### config.mk
export PLATFORM = sky130hd
export DESIGN_NAME = pse_channel_mode_control
export DESIGN_NICKNAME = d
export VERILOG_FILES = /design/src/hw/pse_mode_pkg.sv /design/src/hw/pse_channel_mode_control.sv
export SDC_FILE = /design/constraint.sdc
export NUM_CORES = 1
export LEC_CHECK = 0
export BUFFER_PORTS_ARGS = -buffer_cell sky130_fd_sc_hd__buf_2
export CAP_MARGIN = 0
export CORE_MARGIN = 8
export CORE_UTILIZATION = 45
export DETAILED_ROUTE_END_ITERATION = 10
export MAX_ROUTING_LAYER = met4
export PLACE_DENSITY = 0.64
export SLEW_MARGIN = 20
export SYNTH_ARGS = -nofsm -noshare
export SYNTH_HDL_FRONTEND = slang
export SYNTH_SLANG_ARGS = --single-unit
### constraint.sdc
create_clock -name clk_sys_in -period 41.2 [get_ports clk_sys_in]
set_input_delay 4.12 -clock clk_sys_in [delete_from_list [all_inputs] [get_ports clk_sys_in]]
set_output_delay 4.12 -clock clk_sys_in [all_outputs]
set_load 0.02 [all_outputs]
### src/hw/pse_mode_pkg.sv
package pse_mode_pkg;

    // ==========================================================
    // Channel count and register offsets
    localparam int NUM_CH = 4;
    localparam logic [7:0] ADDR_PWR_EVENT = 8'h02;
    localparam logic [7:0] ADDR_FAULT_EVENT = 8'h06;
    localparam logic [7:0] ADDR_PWR_STATUS = 8'h10;
    localparam logic [7:0] ADDR_MODE = 8'h12;
    localparam logic [7:0] ADDR_DISC_EN = 8'h13;
    localparam logic [7:0] ADDR_DET_CLS_EN = 8'h14;
    localparam logic [7:0] ADDR_PRIO_CUT = 8'h15;
    localparam logic [7:0] ADDR_RESTART = 8'h18;
    localparam logic [7:0] ADDR_PWR_ENABLE = 8'h19;
    localparam logic [7:0] ADDR_POLICE_FIRST = 8'h1e;
    localparam logic [7:0] ADDR_POLICE_LAST = 8'h21;
    localparam logic [7:0] ADDR_FOLDBACK = 8'h40;

    // ==========================================================
    // Field positions and reset values
    localparam int MODE_W = 2;
    localparam int CLASS_LSB = 4;
    localparam int DETECT_LSB = 0;
    localparam int PWR_OFF_LSB = 4;
    localparam int PWR_ON_LSB = 0;
    localparam logic [1:0] POLICE_IDX_OFS = 2'h2;
    localparam logic [7:0] RST_MODE = 8'h00;
    localparam logic [7:0] RST_DISC_EN = 8'h0f;
    localparam logic [7:0] RST_PRIO_CUT = 8'h00;
    localparam logic [7:0] POLICE_CLEARED = 8'hff;

    // ==========================================================
    // Timing
    localparam int unsigned CLK_FREQ_KHZ = 200000;
    localparam int unsigned ABOVE_HOLD_MS = 3;
    localparam int unsigned ABOVE_HOLD_CYCLES = ABOVE_HOLD_MS * CLK_FREQ_KHZ;
    localparam int unsigned DISC_TIMEOUT_MS = 300;
    localparam int unsigned DISC_TIMEOUT_CYCLES = DISC_TIMEOUT_MS * CLK_FREQ_KHZ;
    localparam int unsigned COOLDOWN_MS = 1000;
    localparam int unsigned COOLDOWN_CYCLES = COOLDOWN_MS * CLK_FREQ_KHZ;

    // ==========================================================
    // Types
    typedef enum logic [1:0] {
        MODE_OFF = 2'h0,
        MODE_MANUAL = 2'h1,
        MODE_SEMI = 2'h2,
        MODE_AUTO = 2'h3
    } chan_mode_t;

    typedef struct packed {
        logic wr;
        logic rd;
        logic [7:0] addr;
        logic [7:0] wdata;
    } reg_req_t;

    typedef struct packed {
        logic [NUM_CH-1:0] det_done;
        logic [NUM_CH-1:0] det_valid;
        logic [NUM_CH-1:0] cls_done;
        logic [NUM_CH-1:0] cls_valid;
    } meas_t;

endpackage

### src/hw/pse_channel_mode_control.sv
`timescale 1ns/1ps
module pse_channel_mode_control #(
    parameter int unsigned ABOVE_HOLD_CYCLES = pse_mode_pkg::ABOVE_HOLD_CYCLES,
    parameter int unsigned DISC_TIMEOUT_CYCLES = pse_mode_pkg::DISC_TIMEOUT_CYCLES,
    parameter int unsigned COOLDOWN_CYCLES = pse_mode_pkg::COOLDOWN_CYCLES
) (
    input wire logic clk_sys_in,
    input wire logic rst_n_in,
    input wire pse_mode_pkg::reg_req_t reg_req_in,
    output logic [7:0] reg_rdata_out,
    output logic reg_rvalid_out,
    input wire pse_mode_pkg::meas_t meas_in,
    input wire logic [pse_mode_pkg::NUM_CH-1:0] current_above_in,
    input wire logic [pse_mode_pkg::NUM_CH-1:0] power_good_in,
    input wire logic [pse_mode_pkg::NUM_CH-1:0] cooldown_start_in,
    input wire logic [pse_mode_pkg::NUM_CH*8-1:0] police_load_in,
    input wire logic [pse_mode_pkg::NUM_CH-1:0] foldback_load_in,
    output logic [pse_mode_pkg::NUM_CH-1:0] run_detect_out,
    output logic [pse_mode_pkg::NUM_CH-1:0] run_class_out,
    output logic [pse_mode_pkg::NUM_CH-1:0] power_enable_out,
    output logic [pse_mode_pkg::NUM_CH-1:0] cooldown_active_out,
    output logic [pse_mode_pkg::NUM_CH*8-1:0] police_out,
    output logic [pse_mode_pkg::NUM_CH-1:0] foldback_out,
    output logic [7:0] fast_shutdown_cut_out
);

    localparam int N = pse_mode_pkg::NUM_CH;

    // ==========================================================
    // Reset release
    logic rst_meta_ff;
    logic rst_n;

    always_ff @(posedge clk_sys_in or negedge rst_n_in) begin
        if (!rst_n_in) begin
            rst_meta_ff <= 1'b0;
            rst_n <= 1'b0;
        end else begin
            rst_meta_ff <= 1'b1;
            rst_n <= rst_meta_ff;
        end
    end

    // ==========================================================
    // Register decode
    wire wr_mode = reg_req_in.wr && reg_req_in.addr == pse_mode_pkg::ADDR_MODE;
    wire wr_disc = reg_req_in.wr && reg_req_in.addr == pse_mode_pkg::ADDR_DISC_EN;
    wire wr_en = reg_req_in.wr && reg_req_in.addr == pse_mode_pkg::ADDR_DET_CLS_EN;
    wire wr_prio = reg_req_in.wr && reg_req_in.addr == pse_mode_pkg::ADDR_PRIO_CUT;
    wire wr_restart = reg_req_in.wr && reg_req_in.addr == pse_mode_pkg::ADDR_RESTART;
    wire wr_pwr = reg_req_in.wr && reg_req_in.addr == pse_mode_pkg::ADDR_PWR_ENABLE;
    wire wr_pevt = reg_req_in.wr && reg_req_in.addr == pse_mode_pkg::ADDR_PWR_EVENT;
    wire wr_fevt = reg_req_in.wr && reg_req_in.addr == pse_mode_pkg::ADDR_FAULT_EVENT;
    wire wr_fb = reg_req_in.wr && reg_req_in.addr == pse_mode_pkg::ADDR_FOLDBACK;
    wire hit_police = reg_req_in.addr >= pse_mode_pkg::ADDR_POLICE_FIRST &&
                      reg_req_in.addr <= pse_mode_pkg::ADDR_POLICE_LAST;
    wire [1:0] police_idx = reg_req_in.addr[1:0] + pse_mode_pkg::POLICE_IDX_OFS;

    // ==========================================================
    // Shared registers
    logic [7:0] mode_ff, disc_en_ff, prio_ff;

    always_ff @(posedge clk_sys_in or negedge rst_n) begin
        if (!rst_n) begin
            mode_ff <= pse_mode_pkg::RST_MODE;
            disc_en_ff <= pse_mode_pkg::RST_DISC_EN;
            prio_ff <= pse_mode_pkg::RST_PRIO_CUT;
        end else begin
            if (wr_mode) begin
                mode_ff <= reg_req_in.wdata;
            end
            if (wr_disc) begin
                disc_en_ff <= reg_req_in.wdata;
            end
            if (wr_prio) begin
                prio_ff <= reg_req_in.wdata;
            end
        end
    end

    assign fast_shutdown_cut_out = prio_ff;

    // ==========================================================
    // Per-channel control
    logic [N-1:0] de_v, ce_v, pg_v, pgc_v, pec_v, disf_v;

    // Each channel keeps its own state and timers.
    for (genvar i = 0; i < N; i++) begin : g_ch
        logic de_ff, ce_ff, pwr_ff, pg_ff, pgc_ff, pec_ff, disf_ff, fb_ff, det_ok_ff;
        logic [7:0] police_ff;
        logic [31:0] cool_ff, disc_ff, above_cnt_ff;
        logic [2:0] above_sync_ff, pg_sync_ff;
        logic above_ff, pg_pin_ff, nxt_de, nxt_ce, nxt_pwr;

        wire [1:0] mode_now = mode_ff[i*pse_mode_pkg::MODE_W +: pse_mode_pkg::MODE_W];
        wire [1:0] mode_new = reg_req_in.wdata[i*pse_mode_pkg::MODE_W +: pse_mode_pkg::MODE_W];
        wire is_off = mode_now == pse_mode_pkg::MODE_OFF;
        wire is_manual = mode_now == pse_mode_pkg::MODE_MANUAL;
        wire is_semi = mode_now == pse_mode_pkg::MODE_SEMI;
        wire is_auto = mode_now == pse_mode_pkg::MODE_AUTO;
        wire going_off = wr_mode && mode_new == pse_mode_pkg::MODE_OFF && !is_off;
        wire leave_semi = wr_mode && is_semi &&
                          (mode_new == pse_mode_pkg::MODE_OFF || mode_new == pse_mode_pkg::MODE_MANUAL);
        wire cooling = cool_ff != 32'h0;
        wire en_wr_det = wr_en && reg_req_in.wdata[pse_mode_pkg::DETECT_LSB + i];
        wire en_wr_cls = wr_en && reg_req_in.wdata[pse_mode_pkg::CLASS_LSB + i];
        wire rs_det = wr_restart && !is_off && reg_req_in.wdata[pse_mode_pkg::DETECT_LSB + i];
        wire rs_cls = wr_restart && !is_off && reg_req_in.wdata[pse_mode_pkg::CLASS_LSB + i];
        wire pwr_on_cmd = wr_pwr && !is_off && reg_req_in.wdata[pse_mode_pkg::PWR_ON_LSB + i];
        wire pwr_off_cmd = wr_pwr && reg_req_in.wdata[pse_mode_pkg::PWR_OFF_LSB + i];
        wire idle_ok = !is_off && !pwr_ff && !cooling;
        wire run_det = idle_ok && de_ff && (!is_auto || ce_ff);
        wire run_cls = idle_ok && ce_ff && (is_manual ? !de_ff : de_ff && det_ok_ff);
        wire det_end = run_det && meas_in.det_done[i];
        wire cls_end = run_cls && meas_in.cls_done[i];
        wire auto_grant = is_auto && cls_end && meas_in.cls_valid[i];
        wire above_held = above_ff && above_cnt_ff == 32'(ABOVE_HOLD_CYCLES - 1);
        wire disc_armed = pwr_ff && disc_en_ff[i];
        wire disc_timeout = disc_armed && !above_ff && disc_ff == 32'(DISC_TIMEOUT_CYCLES - 1);
        wire pwr_rise = nxt_pwr && !pwr_ff;
        wire wr_my_police = reg_req_in.wr && hit_police && police_idx == 2'(i);

        // A register write outranks the completion clear, so a new request is never lost.
        always_comb begin
            nxt_de = de_ff;
            nxt_ce = ce_ff;
            if (going_off || (is_manual && pwr_off_cmd)) begin
                nxt_de = 1'b0;
                nxt_ce = 1'b0;
            end else begin
                if (en_wr_det || rs_det) begin
                    nxt_de = 1'b1;
                end else if (wr_en) begin
                    nxt_de = 1'b0;
                end else if (is_manual && det_end) begin
                    nxt_de = 1'b0;
                end
                if (en_wr_cls || rs_cls) begin
                    nxt_ce = 1'b1;
                end else if (wr_en) begin
                    nxt_ce = 1'b0;
                end else if (is_manual && cls_end) begin
                    nxt_ce = 1'b0;
                end
            end
        end

        always_comb begin
            nxt_pwr = pwr_ff;
            if (going_off || disc_timeout || pwr_off_cmd) begin
                nxt_pwr = 1'b0;
            end else if (pwr_on_cmd || auto_grant) begin
                nxt_pwr = 1'b1;
            end
        end

        always_ff @(posedge clk_sys_in or negedge rst_n) begin
            if (!rst_n) begin
                above_sync_ff <= 3'h0;
                above_ff <= 1'b0;
                pg_sync_ff <= 3'h0;
                pg_pin_ff <= 1'b0;
            end else begin
                above_sync_ff <= {above_sync_ff[1:0], current_above_in[i]};
                pg_sync_ff <= {pg_sync_ff[1:0], power_good_in[i]};
                if (above_sync_ff[2] == above_sync_ff[1]) begin
                    above_ff <= above_sync_ff[2];
                end
                if (pg_sync_ff[2] == pg_sync_ff[1]) begin
                    pg_pin_ff <= pg_sync_ff[2];
                end
            end
        end

        always_ff @(posedge clk_sys_in or negedge rst_n) begin
            if (!rst_n) begin
                de_ff <= 1'b0;
                ce_ff <= 1'b0;
                pwr_ff <= 1'b0;
                pg_ff <= 1'b0;
                det_ok_ff <= 1'b0;
            end else begin
                de_ff <= nxt_de;
                ce_ff <= nxt_ce;
                pwr_ff <= nxt_pwr;
                pg_ff <= nxt_pwr && pg_pin_ff;
                det_ok_ff <= (going_off || nxt_pwr || cls_end) ? 1'b0 :
                             det_end ? meas_in.det_valid[i] : det_ok_ff;
            end
        end

        // Event bits: a new set wins over a write-one clear in the same cycle.
        always_ff @(posedge clk_sys_in or negedge rst_n) begin
            if (!rst_n) begin
                pgc_ff <= 1'b0;
                pec_ff <= 1'b0;
                disf_ff <= 1'b0;
            end else begin
                pgc_ff <= (pg_ff && !(nxt_pwr && pg_pin_ff)) ||
                          (pgc_ff && !(wr_pevt && reg_req_in.wdata[4 + i]));
                pec_ff <= (pwr_ff && !nxt_pwr) || (pec_ff && !(wr_pevt && reg_req_in.wdata[i]));
                disf_ff <= disc_timeout ||
                           (disf_ff && !going_off && !(wr_fevt && reg_req_in.wdata[i]));
            end
        end

        // Manual power-on takes no class values; software programs them.
        always_ff @(posedge clk_sys_in or negedge rst_n) begin
            if (!rst_n) begin
                police_ff <= pse_mode_pkg::POLICE_CLEARED;
                fb_ff <= 1'b0;
            end else if (going_off) begin
                police_ff <= pse_mode_pkg::POLICE_CLEARED;
                fb_ff <= 1'b0;
            end else if (pwr_rise && !is_manual) begin
                police_ff <= police_load_in[i*8 +: 8];
                fb_ff <= foldback_load_in[i];
            end else begin
                if (wr_my_police) begin
                    police_ff <= reg_req_in.wdata;
                end
                if (wr_fb) begin
                    fb_ff <= reg_req_in.wdata[i];
                end
            end
        end

        // The cooldown only blocks new cycles; switching to off from manual or auto keeps it running.
        always_ff @(posedge clk_sys_in or negedge rst_n) begin
            if (!rst_n) begin
                cool_ff <= 32'h0;
            end else if (leave_semi) begin
                cool_ff <= 32'h0;
            end else if (cooldown_start_in[i]) begin
                cool_ff <= 32'(COOLDOWN_CYCLES);
            end else if (cooling) begin
                cool_ff <= cool_ff - 32'h1;
            end
        end

        always_ff @(posedge clk_sys_in or negedge rst_n) begin
            if (!rst_n) begin
                above_cnt_ff <= 32'h0;
                disc_ff <= 32'h0;
            end else begin
                above_cnt_ff <= !(above_ff && pwr_ff) ? 32'h0 :
                                above_held ? above_cnt_ff : above_cnt_ff + 32'h1;
                if (!disc_armed || above_held || disc_timeout) begin
                    disc_ff <= 32'h0;
                end else if (!above_ff) begin
                    disc_ff <= disc_ff + 32'h1;
                end
            end
        end

        assign run_detect_out[i] = run_det;
        assign run_class_out[i] = run_cls;
        assign power_enable_out[i] = pwr_ff;
        assign cooldown_active_out[i] = cooling;
        assign police_out[i*8 +: 8] = police_ff;
        assign foldback_out[i] = fb_ff;
        assign de_v[i] = de_ff;
        assign ce_v[i] = ce_ff;
        assign pg_v[i] = pg_ff;
        assign pgc_v[i] = pgc_ff;
        assign pec_v[i] = pec_ff;
        assign disf_v[i] = disf_ff;

    end

    // ==========================================================
    // Read path
    logic [7:0] rd_mux;
    logic [7:0] rdata_ff;
    logic rvalid_ff;

    wire [7:0] police_sel = police_out[police_idx*8 +: 8];

    assign rd_mux = (reg_req_in.addr == pse_mode_pkg::ADDR_PWR_EVENT) ? {pgc_v, pec_v} :
                    (reg_req_in.addr == pse_mode_pkg::ADDR_FAULT_EVENT) ? {4'h0, disf_v} :
                    (reg_req_in.addr == pse_mode_pkg::ADDR_PWR_STATUS) ? {pg_v, power_enable_out} :
                    (reg_req_in.addr == pse_mode_pkg::ADDR_MODE) ? mode_ff :
                    (reg_req_in.addr == pse_mode_pkg::ADDR_DISC_EN) ? disc_en_ff :
                    (reg_req_in.addr == pse_mode_pkg::ADDR_DET_CLS_EN) ? {ce_v, de_v} :
                    (reg_req_in.addr == pse_mode_pkg::ADDR_PRIO_CUT) ? prio_ff :
                    (reg_req_in.addr == pse_mode_pkg::ADDR_FOLDBACK) ? {4'h0, foldback_out} :
                    hit_police ? police_sel : 8'h00;

    always_ff @(posedge clk_sys_in or negedge rst_n) begin
        if (!rst_n) begin
            rdata_ff <= 8'h00;
            rvalid_ff <= 1'b0;
        end else begin
            rvalid_ff <= reg_req_in.rd;
            if (reg_req_in.rd) begin
                rdata_ff <= rd_mux;
            end
        end
    end

    assign reg_rdata_out = rdata_ff;
    assign reg_rvalid_out = rvalid_ff;
endmodule

==> results.md, run 1 <==
* Status: finished clean
* Crit path max-delay family: simple AND/OR/NAND/NOR gates
* Hold Fails Final Rpt at 0
* Cells on worst reg2reg path at 7
* Htree depth at 2
* Synth Area per Inst at 9.61 µm²
* Stages on worst setup path at 6
* CP Launch Type: flip-flop
* Worst hold slack at 0.347 ns
* Setup Fix Bufs, Post-CTS at 0
* Post-synth EDFFs at 0
* Initial antenna violation count at 3
* Synth warn at 0
* DRC at 0
* Worst Slack Setup Final at 33.45 ns
* TritonCTS clock tree: yes
* Vias/cell at 5.79
* Layout area overhead at 12.4%
* Switch share at 25.4%
* Static Leak at 12.2 nW
* Post-DP Area at 28200 µm²
* Starting DRC count in detailed routing at 1692
* Comb pwr share at 8.7%
* Hold Buf Count CTS at 0
* Core Rows at 89
* Asr flop ratio synth at 100%
* Max cap viols at 0
* Met3 usage at 4.20%
* CP required at 37.08 ns
* Ys flop type: dfrtp_1
* Post-DRT Antenna Nets at 0
* Slew Limit Fails at 0
* Worst Clk Skew at 0.0223 ns
* HPWL Detailed at 50.2 mm
* Congestion Overflow GR at 0
* Crit path launch: g_ch[1].cool_ff[3]
* Global-route wire length before repair at 116 mm
* Share of cells above drive strength 1 at 14.5%
* Die X at 261 µm
* Die ar. at 67900 µm²
* WL final at 71.5 mm
* DR WL/cell at 19.2 µm
* Unrepaired setup endpoints after global routing: false
* Mapped Nets at 2901
* RR Endpoint: g_ch[1].police_ff[6]
* Met2 usage at 33.0%
* WS Path Type: reg2out
* NetSw at 0.000306 W
* Reg power frac at 46.2%
* Post-synthesis sequential area ratio at 48.4%
* Reg-to-Reg Start: g_ch[1].cool_ff[3]
* Crit Path Max Fanout at 21
* Clock share of power at 45.2%
* Largest net degree at the start of global routing at 186
* PostCTS Resize Cnt at 0
* Fin util at 51.2%
* Slowest cell on the critical path: or4_1
* I/O pin total at 153
* M1 GR Usage at 28.9%
* GR Util All Layers at 21.5%
* Post-place setup slack at 33.59 ns
* Actual slew at the worst max-slew pin at 1.06 ns
* PD cells at 39.8 nW/µm²
* Crit path to: run_class_out[1]
* Number of global-route vias before repair at 21334
* Root Buffer: clkbuf_16
* Fin nets at 2993
* Worst vdd ir at 0.0338 mV
* Num Clock Sinks at 519
* Placer Congestion at 0.891
* #FFs+latches synth at 519
* Worst min path class: reg2reg
* Worst slew margin at 29.1%
* DRT Pass-1 Iters at 6
* CP max stage delay at 0.61 ns
* Min Tclk post-route at 7.75 ns
* Total vias in the final route at 21512
* Fin area at 30300 µm²
* Crit path arrival time at 3.63 ns
* Crit-path cells: or4_1 -> or2_1 -> nor3_2 -> inv_1 -> nor3_1 -> buf_2
* DIE HEIGHT at 261 µm
* Grt peak-use layer: met2
* Post-synth cell types at 83
* Worst-path clk slew at 0.06 ns
* Synth Cell Area at 26900 µm²
* Sum Neg Setup Slack at 0 ns
* Final Setup Violations at 0
* Reg2Reg Setup Slack at 37.49 ns
* Element type at the critical path end: output pin
* Buf+Inv Stages, Crit Path at 2
* # port buffers at 152
* Worst-Skew Late Latency at 0.62 ns
* Initial Util at 45.5%
* Crit share post-route at 18.8%
* Core box area at 59100 µm²
* Cells after Synth at 2801
* Total CTS buffers at 57
* Peak Freq at 129 MHz
* Int Pwr at 0.000897 W
* Maximum clock insertion buffer count at 3
## power by group through the flow
| stage | registers (W) | logic, W | clock network (W) |
|---|---|---|---|
| after floorplan | 0.000565 | 0.0000670 | 0 |
| after global routing | 0.000559 | 0.000117 | 0.000576 |
| final | 0.000556 | 0.000104 | 0.000543 |
| after detailed placement | 0.000564 | 0.000104 | 0 |
| after CTS | 0.000555 | 0.000105 | 0.000556 |
| after global placement | 0.000563 | 0.000102 | 0 |
## per-stage QoR
step | total power (W) | instances
final | 0.00120 | 3714
after global routing | 0.00125 | 3714
after CTS | 0.00122 | 3711
after detailed placement | 0.000668 | 3606
after global placement | 0.000665 | 3606
after floorplan | 0.000632 | 2801
## Yosys cell counts, types with 5 or more instances
master / count / share of area, %
nand3_1: 144 / 2.7
a221oi_1: 8 / 0.26
a32o_1: 5 / 0.19
or2_2: 14 / 0.33
ha_1: 16 / 0.74
mux2_2: 59 / 2.5
nor4_1: 79 / 1.8
maj3_1: 8 / 0.30
clkbuf_1: 107 / 1.5
buf_4: 20 / 0.56
and3b_1: 6 / 0.20
nor4b_1: 26 / 0.85
o211ai_1: 8 / 0.22
mux4_2: 8 / 0.67
a22oi_1: 7 / 0.20
nor2b_1: 24 / 0.56
dfrtp_1: 483 / 45
inv_1: 43 / 0.60
o21ai_0: 71 / 1.3
mux2i_1: 18 / 0.67
a31oi_1: 10 / 0.23
dfstp_2: 36 / 3.5
xor2_1: 194 / 6.3
nor3_1: 136 / 2.5
and2_1: 14 / 0.33
and3_1: 62 / 1.4
or4_1: 27 / 0.75
or3_1: 49 / 1.1
nor3b_1: 7 / 0.20
nand2_1: 175 / 2.4
nor2_1: 415 / 5.8
and4_1: 33 / 1.1
a21boi_0: 12 / 0.33
nand2b_1: 13 / 0.30
o21a_1: 8 / 0.22
nand3b_1: 6 / 0.17
o21ai_1: 10 / 0.19
buf_1: 9 / 0.13
nand4b_1: 11 / 0.36
xnor2_1: 136 / 4.4
a211oi_1: 6 / 0.17
a21oi_1: 102 / 1.9
nand4_1: 102 / 2.4
## worst min path at each step
stage | from | end | depth (start not counted)
finish | g_ch[0].above_sync_ff[0] | g_ch[0].above_sync_ff[1] | 0
global route | g_ch[2].above_sync_ff[0] | g_ch[2].above_sync_ff[1] | 0
CTS | g_ch[0].above_sync_ff[0] | g_ch[0].above_sync_ff[1] | 0
detailed placement | g_ch[0].above_sync_ff[0] | g_ch[0].above_sync_ff[1] | 0
global placement | g_ch[1].above_sync_ff[0] | g_ch[1].above_sync_ff[1] | 0
floorplan | g_ch[0].above_sync_ff[0] | g_ch[0].above_sync_ff[1] | 0
## registers in the layout (all words and copies together), names as in the netlist, 8 cells and up
register,cells
disc_en_ff,8
fast_shutdown_cut_out,8
g_ch.above_cnt_ff,128
g_ch.above_sync_ff,12
g_ch.cool_ff,128
g_ch.disc_ff,128
g_ch.pg_sync_ff,12
g_ch.police_ff,32
mode_ff,8
reg_rdata_out,8
## worst reg2reg max path: cells and delay by family, from the launching register on
family	cells	cell delay, ns
DFF	1	0.42
and+or+nand+nor	3	1.48
AOI/OAI and AO/OA	3	1.18
buffers and inverters	1	0.57
## cells in the final DEF, fill, tap and decap left out, drive strengths merged, types with 9 or more instances in the layout
cell type	Yosys	layout
dfrtp	483	483
nor2	416	416
xor2	194	194
nand2	175	175
buf	34	174
nand3	144	144
nor3	138	138
xnor2	136	136
nand4	102	102
a21oi	102	102
o21ai	84	84
nor4	81	81
clkbuf	107	74
and3	62	62
mux2	59	59
or3	49	49
inv	43	46
dfstp	36	36
and4	33	33
or4	29	29
nor4b	27	27
nor2b	24	24
clkinv	0	19
mux2i	18	18
ha	16	16
or2	15	15
and2	14	14
nand2b	13	13
a21boi	13	13
nand4b	11	11
a31oi	10	10
nor3b	9	9
## layout make-up
type | count | area [µm²]
clock buffers | 74 | 1650
fillers | 5283 | 28900
well taps | 773 | 967
repair buffers | 174 | 958
multi-input cells | 2098 | 13100
diodes | 2 | 5.00
inverters | 43 | 161
clock inverters | 31 | 354
flip-flops and latches | 519 | 13000
## metal layers
metal | routed length (µm) | share of wire, %
met4 | 1810 | 2.5
met1 | 32800 | 46
met5 | 0 | 0
met3 | 4200 | 5.9
met2 | 32700 | 46
## cells by family after synthesis
group,after synthesis,share of synthesized area [%]
AOI/OAI and AO/OA,291,6.74
xor gates and xnor gates,330,10.7
adders and majority gates,24,1.04
buffers and inverters,184,2.91
DFF,519,48.4
muxes,85,3.81
other,1,0.0139
and+or+nand+nor,1367,26.3
Power figures use the tool's default switching activity.
==> inputs of run 2 (changes only) <==
Settings changed: PLACE_DENSITY 0.64 to 0.66.
Clock period 41.2 ns to 6.95 ns, I/O delays scaled along.
==> results.md, run 2 (synthesis gave the netlist of run 1 again) <==
* Initial Util at 45.5% (unchanged)
* Fin nets at 2991 (-0.067%)
* Total vias in the final route at 21613 (+0.47%)
* Largest registers: g_ch.above_cnt_ff: 128 flops, g_ch.cool_ff: 128 flops, g_ch.disc_ff: 128 flops
* PD cells at 234 nW/µm² (+490%)
* Global-route wire length before repair at 116 mm (+0.22%)
* Actual slew at the worst max-slew pin at 1.07 ns (+0.0123 ns)
* Setup Fix Bufs, Post-CTS at 0 (unchanged)
* Register Area at 13000 µm² (unchanged)
* Status: finished clean
* Total CTS buffers at 58 (+1.8%)
* DRC at 0 (unchanged)
* Hold Fails Final Rpt at 0 (unchanged)
* Die X at 261 µm (unchanged)
* Fin util at 51.1% (-0.059 points)
* DIE HEIGHT at 261 µm (unchanged)
* Worst vdd ir at 0.214 mV (+530%)
* Initial antenna violation count at 2 (-1)
* Commonest non-fill, non-tap cell in the layout: dfrtp_1
* CP Launch Type: flip-flop
* Final Setup Violations at 0 (unchanged)
* Multi-input logic area at 13100 µm² (+0.21%)
* Worst hold slack at 0.181 ns (-0.166 ns)
* Crit path launch: g_ch[1].cool_ff[18]
* Peak Freq at 231 MHz
* Maximum clock insertion buffer count at 3 (unchanged)
* CP required at 6.25 ns (-30.83 ns)
* Worst slew margin at 28.3% (-0.82 points)
* Core Rows at 89 (unchanged)
* Placer Congestion at 0.907 (+1.7%)
* Crit path arrival time at 3.64 ns (about the same)
* Root Buffer: clkbuf_16
* Worst min path class: in2reg
* Num Clock Sinks at 519 (unchanged)
* Worst Hold Launch: current_above_in[1]
* Number of global-route vias before repair at 21564 (+1.1%)
* Worst-path clk slew at 0.06 ns (about the same)
* Min Tclk post-route at 4.33 ns
* Worst-Skew Late Latency at 0.62 ns (about the same)
* Largest net degree at the start of global routing at 175 (-5.9%)
* Slew Limit Fails at 0 (unchanged)
* Htree depth at 2 (unchanged)
* HPWL Detailed at 50.2 mm (about the same)
* # fillers at 5325 (+0.80%)
* Sum Neg Setup Slack at 0 ns (unchanged)
* Unrepaired setup endpoints after global routing: false
* GR Util All Layers at 21.4% (-0.024 points)
* PostCTS Resize Cnt at 0 (unchanged)
* Reg-to-Reg Start: g_ch[1].cool_ff[18]
* TritonCTS clock tree: yes
* # port buffers at 152 (unchanged)
* Worst Clk Skew at 0.0132 ns (-0.00914 ns)
* Static Leak at 12.1 nW (-0.45%)
* Share of cells above drive strength 1 at 14.3% (-0.14 points)
* Post-DRT Antenna Nets at 0 (unchanged)
* Hold Buf Count CTS at 1 (+1)
* DRT Pass-1 Iters at 7 (+1)
* WL final at 71.2 mm (-0.44%)
* I/O pin total at 153 (unchanged)
* WS Path Type: reg2out
* Placed Cells at 3603 (-0.083%)
* Vias/cell at 5.82 (+0.44%)
* Crit Path Max Fanout at 21 (unchanged)
* Die ar. at 67900 µm² (unchanged)
* Element type at the critical path end: output pin
* Layout area overhead at 12.3%
* Post-route insts no fill at 3715 (+0.027%)
* Congestion Overflow GR at 0 (unchanged)
* Starting DRC count in detailed routing at 1752 (+3.5%)
* Crit share post-route at 62.3%
* Core box area at 59100 µm² (unchanged)
* DR WL/cell at 19.2 µm (-0.46%)
* Max cap viols at 0 (unchanged)
* Commonest cells after routing, fill and taps aside: 482 x dfrtp_1, 415 x nor2_1, 194 x xor2_1
run 2: worst paths after layout:
check	cells past startpoint	end	slack, ns
max in group asynchronous	1	g_ch[3].disc_ff[14]	4.91
min reg2reg	0	rst_n	0.35
min in group asynchronous	2	rst_n	0.39
max reg2reg	7	g_ch[1].police_ff[2]	3.28
max	6	run_class_out[1]	2.62
min	1	g_ch[1].above_sync_ff[0]	0.18
run 2: area by class of cell:
class / count / share of cell area, %
Tap cell: 773 / 3.20
Inverter: 43 / 0.534
Timing Repair Buffer: 171 / 3.08
Multi-Input combinational cell: 2098 / 43.5
Clock buffer: 79 / 5.50
Sequential cell: 519 / 43.1
Clock inverter: 29 / 1.02
Antenna cell: 3 / 0.0248
run 2: metal layers:
metal | vias up | wire [µm] | track usage, %
met4 | 0 | 2130 | 7.42
li1 | 10118 | - | -
met3 | 138 | 5010 | 3.75
met2 | 657 | 32400 | 32.5
met5 | - | 0 | -
met1 | 10700 | 31600 | 29.0
run 2: stage by stage:
step                cell area, µm²  setup slack (ns)  power (W)
floorplan                    26900              1.92    0.00375
global placement             28200              2.83    0.00394
detailed placement           28200              2.78    0.00396
CTS                          30200              2.10    0.00713
global route                 30200              2.16    0.00734
finish                       30200              2.62    0.00706
run 2: worst max-delay path: stages, from the launching register on:
cell and delay [ns]:
dfrtp_1 0.42, nor4_1 0.58, nand4_1 0.29, nor3_2 0.60
inv_1 0.58, nor3_1 0.34, buf_2 0.21
run 2: report_power, final:
| part | switching, W | internal (W) | total, W |
|---|---|---|---|
| Clock | 0.00128 | 0.00186 | 0.00315 |
| Sequential | 0.000142 | 0.00315 | 0.00329 |
| Combinational | 0.000389 | 0.000234 | 0.000624 |
